### src/gfp_pkg.sv
// Purpose: shared constants for the gauge flag and power-mode block
// Assumes: apb, 32-bit data, one register per aligned word
// Notes:   temperatures signed 8-bit, currents signed 16-bit, voltages 16-bit
package gfp_pkg;
  // -----
  // register byte addresses
  // -----
  localparam logic [7:0] A_CFG   = 8'h00;
  localparam logic [7:0] A_OTLIM = 8'h04;
  localparam logic [7:0] A_INH   = 8'h08;
  localparam logic [7:0] A_DLY   = 8'h0c;
  localparam logic [7:0] A_CUR   = 8'h10;
  localparam logic [7:0] A_IDLE  = 8'h14;
  localparam logic [7:0] A_TAPER = 8'h18;
  localparam logic [7:0] A_VOLT  = 8'h1c;
  localparam logic [7:0] A_LVL   = 8'h20;
  localparam logic [7:0] A_STAT  = 8'h24;
  // -----
  // control word fields
  // -----
  localparam int B_TSEL   = 0;
  localparam int B_SYNC   = 1;
  localparam int B_LIDLE  = 2;
  localparam int B_RLO    = 3;
  localparam int B_RHI    = 4;
  localparam int B_SWIRE  = 5;
  localparam int B_DREQ   = 6;
  localparam int B_DIDLE  = 7;
  localparam logic [7:0] CFG_RST = 8'h01;
  // -----
  // other constants
  // -----
  localparam logic [7:0]  LVL_OFF    = 8'hff;  // -1 disables a threshold
  localparam logic [15:0] DCAP_MIN   = 16'h0019; // 0.25 mAh in 10 uAh units
  localparam logic [1:0]  TAPER_WINS = 2'h2;
  localparam int CLK_PERIOD_NS  = 8;
  localparam int STRETCH_MAX_NS = 4000000;
  localparam int STRETCH_CYC    = STRETCH_MAX_NS / CLK_PERIOD_NS;
  typedef enum logic [2:0] {
    ST_NORMAL, ST_CAL, ST_LIGHT, ST_DEEP, ST_DORMANT
  } gfp_state_t;
endpackage

### src/gfp_top.sv
// Purpose: status flags and power-state sequencing of a battery gauge
// Assumes: measurement inputs synchronous to pclk, meas_tick one-cycle pulse
// Notes:   delays and wait times count meas_tick pulses
//
// Local design decisions: register access over APB and the placing of the registers.

// Overview of operation
// RQ1 - external thermistor unless source bit cleared
// RQ2 - charge overheat after delay, clear at recovery
// RQ3 - discharge overheat after delay, clear at recovery
// RQ4 - zero discharge delay disables discharge overheat
// RQ5 - terminate after two qualifying taper windows
// RQ6 - termination clears charge flag, optional capacity sync
// RQ7 - alarm level -1 alarms on taper
// RQ8 - full level -1 waits for taper
// RQ9 - charge inhibit with hysteresis band
// RQ10 - normal state measures and decides transitions
// RQ11 - light idle after autocalibration when allowed
// RQ12 - idle states may stretch bus 4 ms
// RQ13 - leave light idle on current or wake
// RQ14 - deep idle by timer or host command
// RQ15 - bus wakes deep idle, flag per wait
// RQ16 - leave deep idle on current or wake
// RQ17 - dormant needs relaxed voltage and low current
// RQ18 - only own-address traffic wakes dormant
// RQ19 - dormant wake clears dormant request bit
// RQ20 - shutdown pin only for low-voltage dormant
// RQ21 - dormant disabled on single-wire link
// RQ22 - both range bits zero disable wake
// RQ23 - overheat timers restart when qualification drops
module gfp_top import gfp_pkg::*; #(
  parameter int STRETCH_CYCLES = STRETCH_CYC
) (
  input  wire logic               pclk,
  input  wire logic               presetn,
  input  wire logic               psel,
  input  wire logic               penable,
  input  wire logic               pwrite,
  input  wire logic [7:0]         paddr,
  input  wire logic [31:0]        pwdata,
  output logic      [31:0]        prdata,
  output logic                    pready,
  output logic                    pslverr,
  input  wire logic signed [7:0]  ext_temp,
  input  wire logic signed [7:0]  int_temp,
  input  wire logic signed [15:0] avg_current,
  input  wire logic [15:0]        cell_voltage,
  input  wire logic               meas_tick,
  input  wire logic               window_tick,
  input  wire logic [15:0]        window_dcap,
  input  wire logic               sense_over,
  input  wire logic               ocv_valid,
  input  wire logic               autocal_done,
  input  wire logic               tca_hit,
  input  wire logic               fc_hit,
  input  wire logic               bus_activity,
  input  wire logic               bus_addr_match,
  input  wire logic               host_ready,
  output logic                    charge_overheat_flag,
  output logic                    discharge_overheat_flag,
  output logic                    charge_flag,
  output logic                    full_charge_flag,
  output logic                    termination_alarm,
  output logic                    charge_inhibit_flag,
  output logic                    rm_load_fcc,
  output logic                    autocal_start,
  output logic                    measure_en,
  output logic                    bus_hold_low,
  output logic                    shutdown_enable_pin,
  output gfp_state_t              power_state
);
  initial begin
    if (STRETCH_CYCLES < 1 || STRETCH_CYCLES >= (1 << 20))
      $error("STRETCH_CYCLES out of range");
  end

  // -----
  // apb slave
  // -----
  logic [7:0]  cfg_r;
  logic [31:0] otlim_r, inh_r, dly_r, cur_r, idle_r, taper_r, volt_r, lvl_r;
  logic [31:0] stat_w;
  logic        wr_en, mapped;
  logic        deep_idle_r, dorm_wake;

  assign wr_en  = psel & penable & pready & pwrite;
  assign mapped = (paddr <= A_STAT) && (paddr[1:0] == 2'h0);

  // one wait state keeps prdata a flop
  always_ff @(posedge pclk or negedge presetn) begin
    if (!presetn) begin
      pready  <= 1'b0;
      prdata  <= 32'h0;
      pslverr <= 1'b0;
    end else begin
      pready  <= psel & penable & ~pready;
      pslverr <= psel & penable & ~pready & ~mapped;
      prdata  <= 32'h0;
      if (psel & penable & ~pready & ~pwrite) begin
        unique case (paddr)
          A_CFG:   prdata <= {24'h0, cfg_r[7:1], cfg_r[B_TSEL]};
          A_OTLIM: prdata <= otlim_r;
          A_INH:   prdata <= inh_r;
          A_DLY:   prdata <= dly_r;
          A_CUR:   prdata <= cur_r;
          A_IDLE:  prdata <= idle_r;
          A_TAPER: prdata <= taper_r;
          A_VOLT:  prdata <= volt_r;
          A_LVL:   prdata <= lvl_r;
          A_STAT:  prdata <= stat_w;
          default: prdata <= 32'h0;
        endcase
      end
    end
  end

  always_ff @(posedge pclk or negedge presetn) begin
    if (!presetn) begin
      cfg_r   <= CFG_RST;
      otlim_r <= 32'h0;
      inh_r   <= 32'h0;
      dly_r   <= 32'h0;
      cur_r   <= 32'h0;
      idle_r  <= 32'h0;
      taper_r <= 32'h0;
      volt_r  <= 32'h0;
      lvl_r   <= 32'h0;
    end else begin
      if (wr_en) begin
        unique case (paddr)
          A_CFG:   cfg_r   <= pwdata[7:0];
          A_OTLIM: otlim_r <= pwdata;
          A_INH:   inh_r   <= pwdata;
          A_DLY:   dly_r   <= pwdata;
          A_CUR:   cur_r   <= pwdata;
          A_IDLE:  idle_r  <= pwdata;
          A_TAPER: taper_r <= pwdata;
          A_VOLT:  volt_r  <= pwdata;
          A_LVL:   lvl_r   <= pwdata;
          default: ;
        endcase
      end
      cfg_r[B_DIDLE] <= deep_idle_r;
      // hardware clear loses to a host write of one
      if (dorm_wake && !(wr_en && paddr == A_CFG && pwdata[B_DREQ]))
        cfg_r[B_DREQ] <= 1'b0; // [RQ19]
    end
  end

  // -----
  // temperature and overheat
  // -----
  function automatic logic [15:0] step_timer(input logic qual, input logic [15:0] cnt,
                                             input logic [15:0] lim, input logic tick);
    if (!qual) step_timer = 16'h0;
    else if (tick && cnt < lim) step_timer = cnt + 16'h1;
    else step_timer = cnt;
  endfunction

  logic signed [7:0]  temp;
  logic signed [15:0] chg_thr, dsg_thr;
  logic [15:0] chg_cnt_r, dsg_cnt_r;
  logic        chg_q, dsg_q;

  assign temp    = cfg_r[B_TSEL] ? ext_temp : int_temp; // [RQ1]
  assign chg_thr = $signed(cur_r[15:0]);
  assign dsg_thr = -$signed(cur_r[31:16]);
  assign chg_q   = temp >= $signed(otlim_r[7:0]) && avg_current >= chg_thr;
  assign dsg_q   = temp >= $signed(otlim_r[23:16]) && avg_current <= dsg_thr;

  always_ff @(posedge pclk or negedge presetn) begin
    if (!presetn) begin
      chg_cnt_r            <= 16'h0;
      dsg_cnt_r            <= 16'h0;
      charge_overheat_flag    <= 1'b0;
      discharge_overheat_flag <= 1'b0;
    end else begin
      chg_cnt_r <= step_timer(chg_q, chg_cnt_r, dly_r[15:0], meas_tick); // [RQ23]
      dsg_cnt_r <= step_timer(dsg_q, dsg_cnt_r, dly_r[31:16], meas_tick); // [RQ23]
      if (dly_r[15:0] == 16'h0)
        charge_overheat_flag <= 1'b0;
      else if (chg_q && chg_cnt_r == dly_r[15:0])
        charge_overheat_flag <= 1'b1; // [RQ2]
      else if (temp <= $signed(otlim_r[15:8]))
        charge_overheat_flag <= 1'b0; // [RQ2]
      if (dly_r[31:16] == 16'h0)
        discharge_overheat_flag <= 1'b0; // [RQ4]
      else if (dsg_q && dsg_cnt_r == dly_r[31:16])
        discharge_overheat_flag <= 1'b1; // [RQ3]
      else if (temp <= $signed(otlim_r[31:24]))
        discharge_overheat_flag <= 1'b0; // [RQ3]
    end
  end

  // -----
  // charge inhibit, widened to avoid wrap at the band edges
  // -----
  logic signed [8:0] inh_lo, inh_hi, inh_hys;
  assign inh_lo  = 9'($signed(inh_r[7:0]));
  assign inh_hi  = 9'($signed(inh_r[15:8]));
  assign inh_hys = 9'($signed(inh_r[23:16]));

  always_ff @(posedge pclk or negedge presetn) begin
    if (!presetn) charge_inhibit_flag <= 1'b0;
    else if (9'(temp) < inh_lo || 9'(temp) > inh_hi)
      charge_inhibit_flag <= 1'b1; // [RQ9]
    else if (9'(temp) >= inh_lo + inh_hys && 9'(temp) <= inh_hi - inh_hys)
      charge_inhibit_flag <= 1'b0; // [RQ9]
  end

  // -----
  // taper termination
  // -----
  logic [1:0] taper_cnt_r;
  logic       win_ok, term;
  assign win_ok = avg_current < $signed(taper_r[15:0]) && window_dcap > DCAP_MIN
                  && cell_voltage > volt_r[15:0] - taper_r[31:16];
  assign term   = window_tick && win_ok && taper_cnt_r == TAPER_WINS - 2'h1;

  always_ff @(posedge pclk or negedge presetn) begin
    if (!presetn) begin
      taper_cnt_r       <= 2'h0;
      charge_flag       <= 1'b0;
      rm_load_fcc       <= 1'b0;
      termination_alarm <= 1'b0;
      full_charge_flag  <= 1'b0;
    end else begin
      if (window_tick)
        taper_cnt_r <= win_ok ? ((taper_cnt_r == TAPER_WINS) ? TAPER_WINS
                                 : taper_cnt_r + 2'h1) : 2'h0; // [RQ5]
      rm_load_fcc <= term && cfg_r[B_SYNC]; // [RQ6]
      if (term) charge_flag <= 1'b0; // [RQ6]
      else if (avg_current >= chg_thr && taper_cnt_r == 2'h0) charge_flag <= 1'b1;
      if (lvl_r[23:16] == LVL_OFF) begin
        if (term) termination_alarm <= 1'b1; // [RQ7]
        else if (avg_current < 16'sh0) termination_alarm <= 1'b0;
      end else termination_alarm <= tca_hit;
      if (lvl_r[31:24] == LVL_OFF) begin
        if (term) full_charge_flag <= 1'b1; // [RQ8]
        else if (avg_current < 16'sh0) full_charge_flag <= 1'b0;
      end else full_charge_flag <= fc_hit;
    end
  end

  // -----
  // power state machine
  // -----
  gfp_state_t  state_r;
  logic [15:0] wait_cnt_r;
  logic        wake_hit, idle_exit, dorm_ok, low_v, by_low_v_r;
  logic [19:0] hold_cnt_r;
  logic [15:0] abs_cur;

  assign abs_cur   = avg_current[15] ? 16'(-avg_current) : avg_current;
  assign wake_hit  = sense_over && (cfg_r[B_RHI] || cfg_r[B_RLO]); // [RQ22]
  assign idle_exit = avg_current > $signed(idle_r[15:0]) || wake_hit;
  assign low_v     = cell_voltage < volt_r[31:16];
  assign dorm_ok   = !cfg_r[B_SWIRE] && ocv_valid && abs_cur < idle_r[31:16]; // [RQ21]
  assign dorm_wake = state_r == ST_DORMANT && bus_activity && bus_addr_match; // [RQ18]

  always_ff @(posedge pclk or negedge presetn) begin
    if (!presetn) begin
      state_r       <= ST_NORMAL;
      wait_cnt_r    <= 16'h0;
      autocal_start <= 1'b0;
      by_low_v_r    <= 1'b0;
    end else begin
      autocal_start <= 1'b0;
      unique case (state_r)
        ST_NORMAL: begin
          if (dorm_ok && (low_v || cfg_r[B_DREQ])) begin
            state_r    <= ST_DORMANT; // [RQ17]
            by_low_v_r <= low_v;
          end else if (cfg_r[B_LIDLE] && avg_current < $signed(idle_r[15:0])) begin
            state_r       <= ST_CAL; // [RQ11]
            autocal_start <= 1'b1;
          end
        end
        ST_CAL: begin
          if (idle_exit) state_r <= ST_NORMAL;
          else if (autocal_done) begin
            state_r    <= ST_LIGHT; // [RQ11]
            wait_cnt_r <= lvl_r[15:0];
          end
        end
        ST_LIGHT: begin
          if (idle_exit) state_r <= ST_NORMAL; // [RQ13]
          else if (lvl_r[15:0] != 16'h0 ? wait_cnt_r == 16'h0 : deep_idle_r)
            state_r <= ST_DEEP; // [RQ14]
          else if (meas_tick && wait_cnt_r != 16'h0) wait_cnt_r <= wait_cnt_r - 16'h1;
        end
        ST_DEEP: begin
          if (idle_exit || bus_activity) state_r <= ST_NORMAL; // [RQ15] [RQ16]
        end
        ST_DORMANT: begin
          if (dorm_wake) state_r <= ST_NORMAL; // [RQ18]
        end
        default: state_r <= ST_NORMAL;
      endcase
    end
  end

  // deep idle flag: host command sets, bus wake clears when wait is zero
  always_ff @(posedge pclk or negedge presetn) begin
    if (!presetn) deep_idle_r <= 1'b0;
    else if (wr_en && paddr == A_CFG && pwdata[B_DIDLE]) deep_idle_r <= 1'b1; // [RQ14]
    else if (state_r == ST_LIGHT && lvl_r[15:0] != 16'h0 && wait_cnt_r == 16'h0)
      deep_idle_r <= 1'b1;
    else if (state_r == ST_DEEP && bus_activity && lvl_r[15:0] == 16'h0)
      deep_idle_r <= 1'b0; // [RQ15]
  end

  // -----
  // outputs: measurement, bus hold, shutdown pin
  // -----
  logic idle_st;
  assign idle_st = state_r == ST_LIGHT || state_r == ST_DEEP;

  always_ff @(posedge pclk or negedge presetn) begin
    if (!presetn) begin
      measure_en          <= 1'b1;
      bus_hold_low        <= 1'b0;
      hold_cnt_r          <= 20'h0;
      shutdown_enable_pin <= 1'b0;
      power_state         <= ST_NORMAL;
    end else begin
      measure_en  <= state_r == ST_NORMAL; // [RQ10]
      power_state <= state_r;
      shutdown_enable_pin <= state_r == ST_DORMANT && by_low_v_r; // [RQ20]
      // hold ends when the core is ready or the 4 ms cap is reached
      if (bus_hold_low) begin
        hold_cnt_r <= hold_cnt_r + 20'h1;
        if (host_ready || hold_cnt_r >= 20'(STRETCH_CYCLES - 1))
          bus_hold_low <= 1'b0; // [RQ12]
      end else if (idle_st && bus_activity && !host_ready) begin
        bus_hold_low <= 1'b1; // [RQ12]
        hold_cnt_r   <= 20'h0;
      end
    end
  end

  assign stat_w = {22'h0, state_r, by_low_v_r, charge_inhibit_flag, full_charge_flag,
                   termination_alarm, charge_flag, discharge_overheat_flag,
                   charge_overheat_flag};
endmodule

### config.mk
export PLATFORM = sky130hd
export DESIGN_NAME = gfp_top
export DESIGN_NICKNAME = d
export VERILOG_FILES = /design/src/gfp_pkg.sv /design/src/gfp_top.sv
export SDC_FILE = /design/constraint.sdc
export NUM_CORES = 1
export LEC_CHECK = 0
export ABC_AREA = 1
export BUFFER_PORTS_ARGS = -buffer_cell sky130_fd_sc_hd__buf_2
export CORE_UTILIZATION = 65
export CTS_CLUSTER_SIZE = 28
export DETAILED_ROUTE_END_ITERATION = 7
export GPL_ROUTABILITY_DRIVEN = 1
export GPL_TIMING_DRIVEN = 0
export PLACE_DENSITY = 0.83
export SLEW_MARGIN = 0
export SYNTH_ARGS = -nofsm -noshare
export SYNTH_HDL_FRONTEND = slang
export SYNTH_SLANG_ARGS = --single-unit
### constraint.sdc
create_clock -name pclk -period 4.95 [get_ports pclk]
set_clock_uncertainty 0.2 [all_clocks]
set_input_delay 0.2475 -clock pclk [delete_from_list [all_inputs] [get_ports pclk]]
set_output_delay 0.2475 -clock pclk [all_outputs]
set_load 0.01 [all_outputs]
* Yosys cells after proc, flatten, opt, wreduce, memory -nomap -nowiden
Index checks and enable logic that the tools add are counted.
** Operators by class
- Add/subtract/negate cells :: 10
- Multiply operators :: 0
- Divide/modulo/power cells :: 0
- Magnitude comparators :: 22
- Equality and inequality tests :: 33
- Shift operators :: 0
- Multiplexer cells :: 54
- Bitwise operators :: 9
- Reduce and logical (&&, ||, !) cells :: 75
** Operator list (count)
- $pmux W32 S10 :: 1
- $mux W16 :: 10
- $lt A16 B16 Y1 :: 6
- $logic_not A16 Y1 :: 4
- $mux W20 :: 2
- $logic_and A1 B1 Y1 :: 33
- $add A16 B1 Y16 const B :: 2
- $eq A16 B16 Y1 :: 2
- $eq A8 B5 Y1 const B :: 4
- $gt A16 B16 Y1 :: 2
- $mux W32 :: 1
- $neg A16 Y16 :: 2
- $pmux W16 S2 :: 1
- $reduce_bool A16 Y1 :: 2
- $mux W1 :: 25
- $mux W3 :: 8
- $reduce_and A2 Y1 :: 11
- $add A20 B1 Y20 const B :: 1
- $ge A20 B19 Y1 const B :: 1
- $eq A8 B4 Y1 const B :: 2
- $eq A8 B6 Y1 const B :: 2
- $eq A8 B8 Y1 const B :: 2
- $ge A16 B16 Y1 :: 1
- $ge A8 B8 Y1 :: 2
- other kinds (39) :: 76
** Storage, ports and cells
- Flip-flop bits (word level) :: 387
- Latch bits :: 0
- RAM bits :: 0
- Bits in read-only memories :: 0
- Bits of input ports :: 119
- Output and inout port bits :: 48
- Memories :: 0

* Longest topological paths before layout
- Depth after elaboration :: 9
- Mapped depth :: 24
- Mapped depth without buffers :: 23

* Least setup slack after synthesis
No wires, ideal clock.
- Kind :: reg-to-reg
- Start :: register volt_r[0]
- End :: register charge_flag
- Library setup time :: 0.114 ns
- Arrival time :: 3.012 ns
- Required time :: 4.636 ns
- Setup slack :: 1.624 ns
- Cell stages (with the launch flop) :: 18
- Buffers on the path :: 0
- Period minus slack after synthesis :: 3.326 ns
- Cells stage by stage :: dfrtp_1 -> inv_1 -> ha_1 -> inv_1 -> fa_1 -> a21oi_1 -> o21ai_0 -> a21boi_0 -> o21ai_0 -> xor2_1 -> ha_1 -> nand4_1 -> nor3_1 -> o21ai_0 -> a21oi_1 -> nand4_1 -> nand2_1 -> inv_1
** On the way
- Longest elaborated chain between the ends :: 6
- Elaborated cells between the ends (all ways) :: 7
- Classes of those cells :: 1 x add/sub; 1 x order compare; 1 x mux; 4 x reduce/logical
** Ends and longest elaborated chain
- from (decl) :: RTL line gfp_top.sv:81 : logic [31:0] otlim_r, inh_r, dly_r, cur_r, idle_r, taper_r, volt_r, lvl_r;
- from (signal assigned) :: RTL line gfp_top.sv:138 : A_VOLT: volt_r <= pwdata;
- $sub A16 B16 Y16 (*) :: RTL line gfp_top.sv:217 : && cell_voltage > volt_r[15:0] - taper_r[31:16];
- $gt A16 B16 Y1 (*) :: RTL line gfp_top.sv:217
- $logic_and A1 B1 Y1 (*) :: RTL line gfp_top.sv:217
- $logic_and A1 B1 Y1 (*) (2 in a row) :: RTL line gfp_top.sv:218 : assign term = window_tick && win_ok && taper_cnt_r == TAPER_WINS - 2'h1;
- $mux W1 or $reduce_bool A2 Y1 (tied branches)
- to (signal assigned) :: RTL line gfp_top.sv:223 : charge_flag <= 1'b0;
- to (signal assigned) :: RTL line gfp_top.sv:232 : if (term) charge_flag <= 1'b0;
- to (signal assigned) :: RTL line gfp_top.sv:233 : else if (avg_current >= chg_thr && taper_cnt_r == 2'h0) charge_flag <= 1'b1;
- to (decl) :: RTL line gfp_top.sv:61 : output logic charge_flag,
Every way passes the cells marked *; elsewhere a longest branch is shown, timed or not.
A chain may end at the register's enable or synchronous reset.

* Worst setup path after layout
- Start :: register cur_r[16]
- End :: register dsg_cnt_r[10]
** On the way
- Longest elaborated chain between the ends :: 4
- Elaborated cells between the ends (all ways) :: 5
- Classes of those cells :: 1 x add/sub; 1 x order compare; 1 x eq/ne; 1 x mux; 1 x reduce/logical
** Ends and longest elaborated chain
- from (decl) :: RTL line gfp_top.sv:81
- from (signal assigned) :: RTL line gfp_top.sv:135 : A_CUR: cur_r <= pwdata;
- $neg A16 Y16 (*) :: RTL line gfp_top.sv:167 : assign dsg_thr = -$signed(cur_r[31:16]);
- $le A16 B16 Y1 (*) :: RTL line gfp_top.sv:169 : assign dsg_q = temp >= $signed(otlim_r[23:16]) && avg_current <= dsg_thr;
- $logic_and A1 B1 Y1 (*) :: RTL line gfp_top.sv:169
- $ne A2 B1 Y1 (no source line) or $mux W16 (tied branches)
- to (signal assigned) :: RTL line gfp_top.sv:179 : dsg_cnt_r <= step_timer(dsg_q, dsg_cnt_r, dly_r[31:16], meas_tick);
- to (decl) :: RTL line gfp_top.sv:162 : logic [15:0] chg_cnt_r, dsg_cnt_r;
Marks and branches as above.

==> results.sh <==
export IMPL_status="finished clean"
export IMPL_rsz0062_at_grt="false"
export IMPL_synthArstFlopShare_pct=100
export IMPL_tightest_slew_ns=1.23
export IMPL_die_width_um=195
export IMPL_synth_edff_count=0
export IMPL_drv_cap=0
export IMPL_cts_htree_levels=2
export IMPL_post_cts_resize_count=0
export IMPL_crit_chain="inv_1 > ha_1 > nand2_1 > nor4_2 > nand2_1 > nor4_2 > nand2_1 > nor2_1 > nand3_1 > xor2_1 > ha_1 > nand2_1 > inv_1 > nand3_1 > nor2_1 > nand2_1 > nand2_1 > nand2_1 > nand3_1 > nand2_1 > nor2_1 > buf_2 > nand2_1 > nand2_1"
export IMPL_synth_yosys_warnings=0
export IMPL_post_route_util_pct=75.5
export IMPL_synth_top_area_share_pct=39.6
export IMPL_tritoncts="built"
export IMPL_wirelength_um=88100
export IMPL_yosysSeqAreaShare_pct=39.8
export IMPL_min_path_cells=3
export IMPL_port_buffers=165
export IMPL_final_common_cell="nand2_1"
export IMPL_r2r_slack_ns=0.60
export IMPL_syn_inst=3025
export IMPL_max_freq_ghz=0.230
export IMPL_fin_cells=3783
export IMPL_period_minus_slack_ns=4.35
export IMPL_ant_nets=0
export IMPL_regArea_um2=9690
export IMPL_hold_viol_final=0
export IMPL_hpwl_um=65300
export IMPL_drt_initial_drc_count=2820
export IMPL_nets=3652
export IMPL_cp_max_fo=10
export IMPL_finalInstanceArea_um2=27700
export IMPL_timing_final_max_slew_violations=0
export IMPL_routedWlPerCell_um=23.3
export IMPL_r2r_start="cur_r[16]"
export IMPL_core_area_um2=36700
export IMPL_layout_common_cells="nand2_1 (670), inv_1 (415), dfrtp_1 (385)"
export IMPL_drive_gt1_share_pct=10.6
export IMPL_fill_cells=2734
export IMPL_cts_root_buf="clkbuf_16"
export IMPL_cp_top_family="simple AND/OR/NAND/NOR gates"
export IMPL_worstSetupPathType="flip-flop to flip-flop"
export IMPL_clk_latency_ns=0.59
export IMPL_placed_cells=3661
export IMPL_syn_area_um2=24300
export IMPL_clk_pin_slew_ns=0.06
export IMPL_synth_avg_cell_area_um2=8.04
export IMPL_multi_input_comb_area_um2=12600
export IMPL_worstHoldStart="pwdata[10]"
export IMPL_synthDistinctLibCells=62
export IMPL_grtUsageTotal_pct=46.8
export IMPL_grt_pass1_vias=23700
export IMPL_holdPathEnd="volt_r[10]"
export IMPL_synth_top_area_cell="dfrtp_1"
export IMPL_place_gp_congestion=1.04
export IMPL_critPathCaptureType="flip-flop"
export IMPL_p_per_area_nw_per_um2=295
export IMPL_p_leak_nw=13.1
export IMPL_critPathMostFrequentCell="nand2_1"
export IMPL_area_growth_pct=14.0
export IMPL_maxSlewHeadroom_pct=17.7
export IMPL_numCtsBuffers=43
export IMPL_cts_buffer_depth=3
export IMPL_arrival_ns=4.67
export IMPL_grt_remaining_overflow=0
export IMPL_synthesis_nets=3393
export IMPL_ff2ff_path_depth=24
export IMPL_ys_ff_latch=387
export IMPL_cp_required_ns=5.27
export IMPL_synth_main_ff_cell="dfrtp_1"
export IMPL_place_area_um2=25800
export IMPL_drc_errors=0
export IMPL_io_pins=167
export IMPL_grt_pass1_wl_um=134000
export IMPL_cp_buffers_inverters=3
export IMPL_fp_dieArea_um2=38200
export IMPL_netlist_top_cells_area="dfrtp_1 (40%), ha_1 (13%), nand2_1 (10%)"
export IMPL_rr_endpoint="dsg_cnt_r[10]"
export IMPL_row_count=70
export IMPL_worstHoldPathType="primary input to flip-flop"
export IMPL_vdd_ir_drop_max_v=0.000280
export IMPL_crit_path_max_incr_delay_ns=0.44
export IMPL_die_h_um=195
export IMPL_initial_core_util_pct=66.3
export IMPL_fin_crit_sh_pct=87.8
export IMPL_setup_violations=0
export IMPL_num_vias=24200
export IMPL_drt_pass1_iter_count=6
export IMPL_drt_vias_per_instance=6.38
export IMPL_cts_sinks=387
export IMPL_grt_max_degree=104
export IMPL_grt_antenna_before_repair=2
export IMPL_cp_start_kind="flip-flop"
export IMPL_cp_slowest_cell="dfrtp_1"
[metrics by stage]
stage | worst slack, ns | total power [mW] | TNS [ns] | hold slack, ns
finish | 0.604 | 8.19 | 0 | 0.0465
global route | 0.281 | 8.49 | 0 | 0.0222
CTS | 0.267 | 8.14 | 0 | 0.0168
detailed placement | 0.291 | 4.86 | 0 | 0.135
global placement | -3.98 | 4.79 | -1518.25 | 0.194
floorplan | 1.62 | 4.38 | 0 | -0.248
[worst max path at each step]
stage / slack, ns / cells after the start / to / start
detailed placement: 0.29 / 15 / rm_load_fcc / volt_r[3]
floorplan: 1.62 / 17 / charge_flag / volt_r[0]
global route: 0.28 / 24 / dsg_cnt_r[13] / cur_r[16]
finish: 0.60 / 24 / dsg_cnt_r[10] / cur_r[16]
CTS: 0.27 / 16 / rm_load_fcc / volt_r[0]
global placement: -3.98 / 1 / dsg_cnt_r[9] / presetn
[report_power, final]
group / leakage [nW] / switching (mW) / internal [mW]
Clock: 0.713 / 1.35 / 1.95
Sequential: 5.35 / 0.108 / 3.28
Combinational: 7.01 / 0.974 / 0.517
Total: 13.1 / 2.44 / 5.75
[Yosys cell counts, types with 4 or more instances]
cell type,count
clkbuf_1,59
inv_1,415
nand2_1,670
nor4_1,19
a21boi_0,4
a221oi_1,30
nor3_2,10
a31oi_1,13
o31ai_1,5
nand4_1,55
nor2_2,9
nand3b_1,16
nand2_2,19
o21ai_2,10
inv_2,20
buf_2,18
xnor2_1,19
o2111ai_1,7
a22oi_1,5
o21ai_1,56
ha_1,246
nor3_1,45
a21oi_1,162
o22ai_1,61
o211ai_1,8
o21ai_0,320
dfrtp_1,385
a21o_1,4
o21a_1,8
xor2_1,60
nand3_1,85
nor2_1,120
o221ai_1,7
[metal layers]
layer | vias to the layer above | wire length, µm | track usage, %
li1 | 10700 | - | -
met5 | - | 24 | 0
met4 | 4 | 7380 | 34.5
met3 | 438 | 9900 | 11.3
met1 | 11400 | 31700 | 56.8
met2 | 1633 | 39100 | 72.8
[worst register-to-register path, cell delays in order, from the launching register on]
cell     delay [ns]
dfrtp_1        0.44
inv_1          0.11
ha_1           0.19
nand2_1        0.12
nor4_2         0.25
nand2_1        0.19
nor4_2         0.26
nand2_1        0.08
nor2_1         0.17
nand3_1        0.11
xor2_1         0.16
ha_1           0.27
nand2_1        0.04
inv_1          0.06
nand3_1        0.08
nor2_1         0.21
nand2_1        0.12
nand2_1        0.07
nand2_1        0.05
nand3_1        0.22
nand2_1        0.21
nor2_1         0.24
buf_2          0.27
nand2_1        0.08
nand2_1        0.07
[logic make-up after synthesis]
logic type,Yosys count,share of synthesized area (%)
AO/OA/AOI/OAI,718,16.6
XOR/XNOR,79,2.85
adder cells (fa/ha/maj),249,12.9
buffers and inverters,519,8.35
flip-flops,387,39.8
multiplexers,3,0.124
AND/OR/NAND/NOR,1070,19.3
[area by class of cell]
type	count	share of cell area [%]
Multi-Input combinational cell	2119	45.4
Antenna cell	1	0.00903
Tap cell	468	2.11
Clock inverter	11	0.420
Sequential cell	387	34.9
Clock buffer	64	4.79
Buffer	82	1.39
Timing Repair Buffer	214	4.96
Inverter	437	5.93
[repair_timing]
action	CTS	global route
hold endpoints to repair	281	0
buffers inserted	0	2
hold buffers	44	0
endpoints found under the setup margin	0	4
No activity file was read; power rests on OpenSTA's default activity.
